$ cat src/rtl/pcc_map.vh
// Constants for the cascade configuration hand-off block
`ifndef PCC_MAP_VH
`define PCC_MAP_VH
`define PCC_CLK_HZ          40000000
`define PCC_LINK_PERIOD_NS  25
`define PCC_LINK_DIV        1
`define PCC_SCHEME_ACTIVE   1'b1
`define PCC_SCHEME_PASSIVE  1'b0
`define PCC_LANE_LOW        1'b0
`define PCC_LANE_HIGH       1'b1
`define PCC_BYTE_W          8
`define PCC_WORD_W          16
`define PCC_LEN_W           24
`define PCC_LEN_RST         24'h000000
`define PCC_ST_IDLE         3'h0
`define PCC_ST_LOAD         3'h1
`define PCC_ST_WAITDONE     3'h2
`define PCC_ST_INIT         3'h3
`define PCC_ST_ERROR        3'h4
`endif

$ cat src/rtl/pcc_sync2.v
// Two flip-flop synchroniser for a level from outside the clock domain
module pcc_sync2 (
    input  wire clk_in,
    input  wire sys_rst_in,
    input  wire d_in,
    output wire q_out
);
    reg meta_r;
    reg sync_r;
    always @(posedge clk_in or posedge sys_rst_in) begin
        if (sys_rst_in) begin
            meta_r <= 1'b0;
            sync_r <= 1'b0;
        end else begin
            meta_r <= d_in;
            sync_r <= meta_r;
        end
    end
    assign q_out = sync_r;
endmodule // pcc_sync2

$ cat src/rtl/pcc_odrain.v
// Open-drain pin driver: pull low or release
module pcc_odrain (
    input  wire clk_in,
    input  wire sys_rst_in,
    input  wire pull_low_in,
    output reg  pin_out,
    output reg  pin_oe_out
);
    always @(posedge clk_in or posedge sys_rst_in) begin
        if (sys_rst_in) begin
            pin_out    <= 1'b0;
            pin_oe_out <= 1'b1;
        end else begin
            pin_out    <= 1'b0;
            pin_oe_out <= pull_low_in;
        end
    end
endmodule // pcc_odrain

$ cat src/rtl/pcc_top.v
// Cascade configuration loader: master clocking, slave byte capture, chain hand-off
// Operation
// [RL1] Board ties first chain-enable input low
// [RL2] Chain-enable out feeds next chain-enable in
// [RL3] Own data received: drive chain-enable low
// [RL4] Last device chain-enable becomes user pin
// [RL5] Shared request, status, done, clock, data
// [RL6] Active strap makes master driving clock
// [RL7] Other devices strapped passive as slaves
// [RL8] Byte mode slaves use low lane
// [RL9] Word mode slaves split low/high lanes
// [RL10] Master enables two slave chains together
// [RL11] Master ignores flash wait while configuring
// [RL12] Status and done driven open-drain
// [RL13] Release done with chain-enable assertion
// [RL14] Hold done low until data received
// [RL15] Enter initialization when done rises
// [RL16] Master clock from 40 MHz oscillator
// [RL17] Flash presents data on rising clock
// [RL18] Enabled slave captures byte per edge
`include "pcc_map.vh"
module pcc_top (
    input  wire                   clk_in,
    input  wire                   sys_rst_in,
    input  wire                   scheme_strap_in,
    input  wire                   lane_sel_in,
    input  wire                   word_mode_in,
    input  wire [`PCC_LEN_W-1:0]  image_len_in,
    input  wire                   chain_en_n_in,
    input  wire                   config_request_n_in,
    input  wire                   config_status_n_in,
    input  wire                   config_complete_line_in,
    input  wire                   config_clock_in,
    input  wire [`PCC_WORD_W-1:0] data_in,
    input  wire                   flash_wait_in,
    input  wire                   user_pin_in,
    output reg                    config_clock_out,
    output reg                    config_clock_oe_out,
    output reg                    chain_en_n_out,
    output wire                   config_status_n_out,
    output wire                   config_status_n_oe_out,
    output wire                   config_complete_line_out,
    output wire                   config_complete_line_oe_out,
    output reg  [`PCC_BYTE_W-1:0] cfg_byte_out,
    output reg                    cfg_byte_valid_out,
    output reg                    init_start_out,
    output reg                    user_mode_out,
    output reg                    flash_wait_user_out
);
    localparam [2:0] ST_IDLE     = `PCC_ST_IDLE;
    localparam [2:0] ST_LOAD     = `PCC_ST_LOAD;
    localparam [2:0] ST_WAITDONE = `PCC_ST_WAITDONE;
    localparam [2:0] ST_INIT     = `PCC_ST_INIT;
    localparam [2:0] ST_ERROR    = `PCC_ST_ERROR;

    // Link pin inputs pass two flip-flops; strap, lane, mode and length inputs are used directly
    wire chain_en_n_s;
    wire cfg_req_n_s;
    wire status_n_s;
    wire done_s;
    wire link_clk_s;
    wire wait_s;
    wire user_pin_s;
    wire [`PCC_WORD_W-1:0] data_s;
    pcc_sync2 u_s_ce (
        .clk_in     (clk_in),
        .sys_rst_in (sys_rst_in),
        .d_in       (chain_en_n_in),
        .q_out      (chain_en_n_s)
    );
    pcc_sync2 u_s_req (
        .clk_in     (clk_in),
        .sys_rst_in (sys_rst_in),
        .d_in       (config_request_n_in),
        .q_out      (cfg_req_n_s)
    );
    pcc_sync2 u_s_st (
        .clk_in     (clk_in),
        .sys_rst_in (sys_rst_in),
        .d_in       (config_status_n_in),
        .q_out      (status_n_s)
    );
    pcc_sync2 u_s_done (
        .clk_in     (clk_in),
        .sys_rst_in (sys_rst_in),
        .d_in       (config_complete_line_in),
        .q_out      (done_s)
    );
    pcc_sync2 u_s_clk (
        .clk_in     (clk_in),
        .sys_rst_in (sys_rst_in),
        .d_in       (config_clock_in),
        .q_out      (link_clk_s)
    );
    pcc_sync2 u_s_wait (
        .clk_in     (clk_in),
        .sys_rst_in (sys_rst_in),
        .d_in       (flash_wait_in),
        .q_out      (wait_s)
    );
    pcc_sync2 u_s_user (
        .clk_in     (clk_in),
        .sys_rst_in (sys_rst_in),
        .d_in       (user_pin_in),
        .q_out      (user_pin_s)
    );
    genvar gi;
    generate
        for (gi = 0; gi < `PCC_WORD_W; gi = gi + 1) begin : g_dsync
            pcc_sync2 u_s_d (.clk_in(clk_in), .sys_rst_in(sys_rst_in),
                             .d_in(data_in[gi]), .q_out(data_s[gi]));
        end
    endgenerate

    // Lane pick shared by both roles
    function [`PCC_BYTE_W-1:0] lane_pick;
        input [`PCC_WORD_W-1:0] w;
        input                   wm;
        input                   sel;
        begin
            if (wm && (sel == `PCC_LANE_HIGH))
                lane_pick = w[15:8];
            else
                lane_pick = w[7:0];
        end
    endfunction

    reg        is_master_r;
    reg        strap_taken_r;
    reg        clk_prev_r;
    reg  [2:0] state_r;
    reg  [2:0] state_nxt;
    reg  [`PCC_LEN_W-1:0] count_r;
    reg        done_hold_r;
    reg        done_hold_nxt;
    reg        status_hold_r;
    reg        done_prev_r;
    reg        req_prev_r;
    wire       link_rise;
    wire       done_rise;
    wire       req_fall;
    wire       enabled;
    wire       last_byte;
    wire       word_step;

    // Strap caught after reset release
    always @(posedge clk_in or posedge sys_rst_in) begin
        if (sys_rst_in) begin
            is_master_r   <= 1'b0;
            strap_taken_r <= 1'b0;
        end else if (!strap_taken_r) begin
            is_master_r   <= (scheme_strap_in == `PCC_SCHEME_ACTIVE); // RL6
            strap_taken_r <= 1'b1;
        end
    end

    // Master drives clock from its own oscillator domain; slave samples edges
    always @(posedge clk_in or posedge sys_rst_in) begin
        if (sys_rst_in) begin
            config_clock_out    <= 1'b0;
            config_clock_oe_out <= 1'b0;
        end else begin
            config_clock_oe_out <= is_master_r && strap_taken_r; // RL6
            if (is_master_r && (state_r == ST_LOAD))
                config_clock_out <= ~config_clock_out; // RL16
            else
                config_clock_out <= 1'b0;
        end
    end

    always @(posedge clk_in or posedge sys_rst_in) begin
        if (sys_rst_in) begin
            clk_prev_r  <= 1'b0;
            done_prev_r <= 1'b0;
            req_prev_r  <= 1'b0;
        end else begin
            clk_prev_r  <= link_clk_s;
            done_prev_r <= done_s;
            req_prev_r  <= cfg_req_n_s;
        end
    end

    // Master samples on its own falling half so flash data settled after rise
    assign link_rise = is_master_r ? config_clock_out
                                   : (link_clk_s && !clk_prev_r); // RL17
    assign done_rise = done_s && !done_prev_r;
    assign req_fall  = !cfg_req_n_s && req_prev_r;
    assign enabled   = is_master_r ? 1'b1 : !chain_en_n_s; // RL1 RL18
    assign word_step = word_mode_in && is_master_r;
    assign last_byte = (count_r + 24'h000001 == image_len_in) ||
                       (word_step && (count_r + 24'h000002 == image_len_in));

    always @* begin
        state_nxt = state_r;
        case (state_r)
            ST_IDLE: begin
                if (strap_taken_r && cfg_req_n_s && status_n_s && enabled)
                    state_nxt = ST_LOAD;
            end
            ST_LOAD: begin
                if (!status_n_s)
                    state_nxt = ST_ERROR;
                else if (link_rise && last_byte)
                    state_nxt = ST_WAITDONE;
            end
            ST_WAITDONE: begin
                if (done_rise || done_s)
                    state_nxt = ST_INIT; // RL15
            end
            ST_INIT: begin
                state_nxt = ST_INIT;
            end
            ST_ERROR: begin
                state_nxt = ST_ERROR;
            end
            default: begin
                state_nxt = ST_IDLE;
            end
        endcase
        if (req_fall)
            state_nxt = ST_IDLE;
    end

    always @(posedge clk_in or posedge sys_rst_in) begin
        if (sys_rst_in) begin
            state_r <= ST_IDLE;
            count_r <= `PCC_LEN_RST;
        end else begin
            state_r <= state_nxt;
            if (state_r != ST_LOAD)
                count_r <= `PCC_LEN_RST;
            else if (link_rise)
                count_r <= count_r + (word_step ? 24'h000002 : 24'h000001);
        end
    end

    // Done release lands on the hand-off edge itself
    always @* begin
        done_hold_nxt = done_hold_r;
        if (req_fall)
            done_hold_nxt = 1'b1;
        else if ((state_r == ST_LOAD) && (state_nxt == ST_WAITDONE))
            done_hold_nxt = 1'b0; // RL13
        else if ((state_r == ST_IDLE) || (state_r == ST_LOAD))
            done_hold_nxt = 1'b1; // RL14
    end

    // Byte capture into the device, gated by chain enable in the slave role (master always enabled)
    always @(posedge clk_in or posedge sys_rst_in) begin
        if (sys_rst_in) begin
            cfg_byte_out       <= 8'h00;
            cfg_byte_valid_out <= 1'b0;
        end else begin
            cfg_byte_valid_out <= 1'b0;
            if ((state_r == ST_LOAD) && link_rise && enabled) begin // RL18
                cfg_byte_out       <= lane_pick(data_s, word_mode_in,
                                                lane_sel_in); // RL8 RL9
                cfg_byte_valid_out <= 1'b1;
            end
        end
    end

    // Chain hand-off and done release together
    always @(posedge clk_in or posedge sys_rst_in) begin
        if (sys_rst_in) begin
            chain_en_n_out      <= 1'b1;
            done_hold_r         <= 1'b1;
            status_hold_r       <= 1'b1;
            init_start_out      <= 1'b0;
            user_mode_out       <= 1'b0;
            flash_wait_user_out <= 1'b0;
        end else begin
            status_hold_r  <= (state_r == ST_IDLE) && !strap_taken_r ||
                              (state_r == ST_ERROR); // RL12
            init_start_out <= (state_r == ST_WAITDONE) && (state_nxt == ST_INIT); // RL15
            if (req_fall) begin
                chain_en_n_out <= 1'b1;
                user_mode_out  <= 1'b0;
            end else if ((state_r == ST_LOAD) && (state_nxt == ST_WAITDONE)) begin
                chain_en_n_out <= 1'b0; // RL3 RL10
            end else if (state_r == ST_INIT) begin
                user_mode_out  <= 1'b1;
                chain_en_n_out <= user_mode_out ? user_pin_s : 1'b0; // RL4
            end
            done_hold_r         <= done_hold_nxt;
            // Wait ignored while loading, visible only in user mode
            flash_wait_user_out <= (state_r == ST_INIT) ? wait_s : 1'b0; // RL11
        end
    end

    pcc_odrain u_od_done (
        .clk_in     (clk_in),
        .sys_rst_in (sys_rst_in),
        .pull_low_in(done_hold_nxt), // RL12
        .pin_out    (config_complete_line_out),
        .pin_oe_out (config_complete_line_oe_out)
    );
    pcc_odrain u_od_status (
        .clk_in     (clk_in),
        .sys_rst_in (sys_rst_in),
        .pull_low_in(status_hold_r),
        .pin_out    (config_status_n_out),
        .pin_oe_out (config_status_n_oe_out)
    );
endmodule // pcc_top

$ cat config.mk
export PLATFORM = sky130hd
export DESIGN_NAME = pcc_top
export DESIGN_NICKNAME = d
export VERILOG_FILES = /design/src/rtl/pcc_sync2.v /design/src/rtl/pcc_odrain.v /design/src/rtl/pcc_top.v
export VERILOG_INCLUDE_DIRS = /design/src /design/src/rtl
export SDC_FILE = /design/constraint.sdc
export NUM_CORES = 1
export LEC_CHECK = 0
export ABC_AREA = 1
export CORE_MARGIN = 2
export CORE_UTILIZATION = 55
export DETAILED_ROUTE_END_ITERATION = 10
export DONT_BUFFER_PORTS = 1
export PLACE_DENSITY = 0.7
export RECOVER_POWER = 25
export SLEW_MARGIN = 25
export SYNTH_ARGS = -nofsm -noshare
export SYNTH_HDL_FRONTEND = slang
export SYNTH_SLANG_ARGS = --single-unit
$ cat constraint.sdc
create_clock -name clk_in -period 5.9 [get_ports clk_in]
set_input_delay 1.475 -clock clk_in [delete_from_list [all_inputs] [get_ports clk_in]]
set_output_delay 1.475 -clock clk_in [all_outputs]
set_load 0.02 [all_outputs]
# == Word-level counts from Yosys, hierarchy flattened ==
# Cells that the tools add are included.
# word_totals
ff_bits,96
latchBits,0
mem_bits_rw,0
romBits,0
in_bits,52
output_inout_bits,19
wordCells,135
mem_count,0
# classes
n_addsub,3
multipliers,0
n_div,0
order_cmp,0
eq_ne,10
shift,0
mux,25
bitwise,1
n_reduce_logical,32
# op_table
operator,count
== test 24 bit,2
2-to-1 mux 24 bit,2
adder 24 x 1 -> 24 bit (second input constant),1
adder 24 x 2 -> 24 bit,1
adder 24 x 2 -> 24 bit (second input constant),1
logical AND 1 bit,17
2-to-1 mux 1 bit,15
2-to-1 mux 3 bit,5
case mux 3 bit (5 select lines),1
== test 3 x 2 -> 1 bit (second input constant),4
2-to-1 mux 8 bit,1
nonzero test 3 bit,2
zero test 1 bit,5
logical OR 1 bit,4
nonzero test 2 bit,2
== test 3 x 1 -> 1 bit (second input constant),1
== test 3 bit (second input constant),1
zero test 3 bit,1
inequality test 3 x 1 -> 1 bit (second input constant),1
2-to-1 mux 2 bit,1
inequality test 2 bit (second input constant),1
AND reduction 2 bit,1
inverter 1 bit,1

# == Longest topological paths before layout ==
# depth
word_depth,13
ltp_mapped,20
ltp_nobuf,20

# == By module ==
# A second synthesis with hierarchy kept.
# unflattened
hier_cells,740
hier_area_um2,5416.4
# modules_own_cells
mod,n_inst,cells_per_inst,area_per_inst_um2,seq_area_each_um2
pcc_top,1,663,4096.4,1204.9
pcc_sync2,23,3,53.8,50.0
pcc_odrain,2,4,41.3,26.3

# == Worst setup path before layout ==
# No wires, ideal clock.
# synth_path
path_type,input -> register
from,input word_mode_in
to,register count_r[16]
setup_time_ns,0.077
arrival_ns,2.896
required_time_ns,5.823
slack_ns,2.927
stages,13
path_buffers,0
path_cell_list,nand2_1 ha_1 fa_1 nand2_1 nor2_1 inv_1 nor2_1 inv_1 nor2_1 nand2_1 nor2_1 o21ai_0 a21oi_1
# synth_via
elab_chain_len,5
# synth_rtl
element,line,source
start: declaration,pcc_top.v:27,"input wire word_mode_in,"
logical AND 1 bit,pcc_top.v:189,assign word_step = word_mode_in && is_master_r;
2-to-1 mux 2 bit,pcc_top.v:233,count_r <= count_r + (word_step ? 24'h000002 : 24'h000001);
adder 24 x 2 -> 24 bit,pcc_top.v:233,
2-to-1 mux 24 bit,pcc_top.v:232,else if (link_rise)
2-to-1 mux 24 bit,pcc_top.v:230,if (state_r != ST_LOAD)
end signal: assignment,pcc_top.v:227,count_r <= `PCC_LEN_RST;
end signal: assignment,pcc_top.v:231,count_r <= `PCC_LEN_RST;
end signal: assignment,pcc_top.v:233,
end: declaration,pcc_top.v:133,reg [`PCC_LEN_W-1:0] count_r;
# Every way passes these cells. The select of a mux whose other input is x is not followed.
# A chain may end at the register's enable or synchronous reset.

# == Worst setup path in the final report ==
# Ends and elaborated chain as after synthesis.

==> results_dict.tcl <==
set metrics [dict create \
    place_worst_setup_slack_ns 2.626 \
    timing.setup.critical_path_class "primary input to flop" \
    gp_routability_congestion 0.9942 \
    total_global_route_track_usage_pct 24.37 \
    min_period_over_period_pct 49.90 \
    grt_pass1_wl_microns 19120 \
    p_leak_nw 2.642 \
    holdCritPathClass "flop to flop" \
    worst_slew_pin_slew_ns 0.9493 \
    diodes 0 \
    synth_async_sr_flop_share_pct 100.0 \
    timing.final.hold_violations 0 \
    final.min_clock_period_ns 2.944 \
    internal-power_uw 927.3 \
    die_y_microns 100.6 \
    fin_cells 793 \
    post_synth_most_frequent_cells "sky130_fd_sc_hd__nand2_1 (192), sky130_fd_sc_hd__inv_1 (99), sky130_fd_sc_hd__dfrtp_1 (91)" \
    setup_tns_final_ns 0 \
    p_clk_share_pct 33.4 \
    yosys_warnings 0 \
    fraction_of_final_layout_cells_sized_beyond_drive_strength_1_pct 7.331 \
    swShare_pct 26.02 \
    synthDistinctLibCells 40 \
    critPathBufInv 2 \
    fin_skew_ns 0.01205 \
    hp-start "g_dsync[4].u_s_d.meta_r" \
    dr.pass1.iters 5 \
    floorplan.die.width_microns 100.6 \
    post_synth_inst_count 672 \
    number_of_cell_rows 35 \
    antenna_violating_nets_post_route 0 \
    fp.dieArea_sq_um 10110 \
    cts_max_level 3 \
    via_count_of_the_first_global_routing_pass 4063 \
    mappedNetlistArea_sq_um 5127 \
    synth_area_per_cell_sq_um 7.630 \
    critPathMaxStageDelay_ns 0.24 \
    place.detailed.instances 777 \
    gr_overflow_total 0 \
    detailed_place_hpwl_microns 9080 \
    tritoncts "done" \
    setup_viol_count_final 0 \
    dr_total_vias 4187 \
    post-route-worst-setup-slack_ns 2.956 \
    synth_flop_type "sky130_fd_sc_hd__dfrtp_1" \
    yosysMostFrequentCell "sky130_fd_sc_hd__nand2_1" \
    comb_power_share_pct 7.2 \
    synth.top_cell.area_share_pct 44.41 \
    dr.first_iter.drc_count 212 \
    synth_seq_cells 95 \
    start_kind "primary input" \
    critPathArrivalTime_ns 3.22 \
    cpMostUsedCell "sky130_fd_sc_hd__nor2_1" \
    setup.worst_path.end_class "flop" \
    netlist.top_cell.by_area "sky130_fd_sc_hd__dfrtp_1" \
    report.final.slew_viol_count 0 \
    cts-root-to-sink-buffers 2 \
    start_util_pct 56.02 \
    clk_root_buffer_cell "sky130_fd_sc_hd__clkbuf_8" \
    power.sequential.fraction_pct 59.4 \
    post_synth_main_area_contributors "sky130_fd_sc_hd__dfrtp_1 (44%), sky130_fd_sc_hd__nand2_1 (14%), sky130_fd_sc_hd__inv_1 (7.2%)" \
    route.detailed.drc 0 \
    via_per_inst 5.280 \
    critical-path-slowest-cell "sky130_fd_sc_hd__nor2_1" \
    port-buffer-count 0 \
    area_growth_syn_to_layout_pct 6.125 \
    number_of_buffers_inserted_during_clock_tree_synthesis 9 \
    cts_hold_buffers 0 \
    achievable_freq_mhz 339.6 \
    routedWlPerCell_microns 14.58 \
    rsz_0062_raised_after_global_routing "false" \
    final.fill_count 825 \
    status "complete, no violations" \
    clkSinkCount 95 \
    worstPathCellList "nand2_1 -> ha_1 -> fa_1 -> nand2_1 -> nor2_1 -> inv_1 -> nor2_1 -> inv_1 -> nor2_1 -> nand2_1 -> nor2_1 -> o21ai_0 -> a21oi_1" \
    net-switching-power_uw 326.1 \
    final_net_count 734 \
    ioPinCount 71 \
    cp-startpoint "word_mode_in" \
    critical_path_required_ns 6.17 \
    ys_seq_area_share_pct 46.46 \
    post-cts-setup-buffer-count 0 \
    critical_path.reg2reg.startpoint "count_r[1]" \
    power.density_nw_per_um2 230.4 \
    grt_max_degree 79 \
    synth_edf_count 0 \
    worstPathMaxFanout 4 \
    timing.slew.headroom_pct 36.60 \
    worst_skew_pair.late_latency_ns 0.34 \
    critical-path-top-delay-family "simple AND/OR/NAND/NOR gates" \
    antenna_found_initial 0 \
    finalWirelength_microns 11560 \
    ir_worst_vdd_mv 0.2128 \
    cts_repair_resize_count 0 \
    core_region_area_sq_um 9153 \
    reported_max_cap_violation_count 0 \
    clkSlewWorstSetupHoldPaths_ns 0.09 \
]
[cell usage in the layout, fill, tap and decap left out, types with 2 or more instances in the layout]
cell,n
sky130_fd_sc_hd__o21ai_0,33
sky130_fd_sc_hd__clkbuf_8,9
sky130_fd_sc_hd__nand3_2,3
sky130_fd_sc_hd__dfrtp_1,91
sky130_fd_sc_hd__nor2_4,8
sky130_fd_sc_hd__clkinv_4,3
sky130_fd_sc_hd__nand3_1,54
sky130_fd_sc_hd__inv_1,98
sky130_fd_sc_hd__conb_1,3
sky130_fd_sc_hd__nor3_2,2
sky130_fd_sc_hd__and3_1,2
sky130_fd_sc_hd__nand3b_1,3
sky130_fd_sc_hd__nor2_1,67
sky130_fd_sc_hd__o21bai_1,2
sky130_fd_sc_hd__o21ai_1,4
sky130_fd_sc_hd__a31oi_1,2
sky130_fd_sc_hd__xnor2_1,7
sky130_fd_sc_hd__dfstp_2,4
sky130_fd_sc_hd__ha_1,4
sky130_fd_sc_hd__o21a_1,9
sky130_fd_sc_hd__nand4_1,5
sky130_fd_sc_hd__nor2_2,4
sky130_fd_sc_hd__a21oi_1,25
sky130_fd_sc_hd__nand2_2,8
sky130_fd_sc_hd__nor3_1,7
sky130_fd_sc_hd__nand2_1,192
sky130_fd_sc_hd__xor2_1,14
sky130_fd_sc_hd__nor4_1,2
[path summary, 6_finish.rpt]
kind / depth (start not counted) / slack (ns) / to
min: 0 / 0.35 / g_dsync[4].u_s_d.q_out
min reg2reg: 0 / 0.35 / g_dsync[4].u_s_d.q_out
max in group asynchronous: 2 / 3.73 / count_r[22]
max: 13 / 2.96 / count_r[16]
max reg2reg: 18 / 3.12 / u_od_done.pin_oe_out
min in group asynchronous: 1 / 1.09 / u_s_done.meta_r
[layer usage]
metal | track usage, % | share of wire [%] | wire (microns)
met2 | 38.82 | 46 | 5374
met1 | 31.75 | 43 | 5016
met4 | 13.07 | 4.0 | 461
met5 | 0 | 0 | 0
met3 | 4.577 | 6.1 | 707
[final cells by class]
type,instances,area [sq um],share of cell area (%)
clock buffer,10,127.6,2.345
clock inverter,6,70.07,1.288
inverter,100,376.6,6.921
multi-input combinational,470,2335,42.91
sequential,95,2382,43.78
tap,111,138.9,2.552
timing repair buffer,1,11.26,0.2069
[power by group through the flow]
stage          combinational, mW  clock (mW)  sequential, mW
6_report                  0.0904       0.418           0.745
5_1_grt                    0.105       0.455           0.750
4_1_cts                   0.0917       0.434           0.747
3_5_place_dp              0.0914           0           0.760
3_3_place_gp              0.0884           0           0.757
2_1_floorplan             0.0765           0           0.749
[per-stage QoR]
step / cell area (sq um) / total power [mW] / utilization (%) / hold WS, ns
finish: 5441 / 1.253 / 59.45 / 0.3490
global placement: 5241 / 0.8458 / 57.27 / 0.3318
CTS: 5439 / 1.273 / 59.43 / 0.3543
detailed placement: 5241 / 0.8509 / 57.27 / 0.3347
floorplan: 5131 / 0.8251 / - / 0.3312
global route: 5441 / 1.311 / 59.45 / 0.3618
[state kept, by name, indices dropped and copies added, names as in the netlist, 3 cells and up]
register / count
state_r: 3
g_dsync.u_s_d.meta_r: 16
cfg_byte_out: 8
count_r: 24
g_dsync.u_s_d.q_out: 16
[cells by family (layout without fill, tap and decap cells)]
logic type	after synthesis	in the layout	synth area share [%]
flops	95	95	46.46
buf+inv	108	117	8.077
fa+ha+maj	5	5	1.367
compound gates	81	81	8.931
xor+xnor	22	22	4.026
simple gates	359	359	30.99
other cells	2	3	0.1465
No activity file was read; power rests on OpenSTA's default activity.
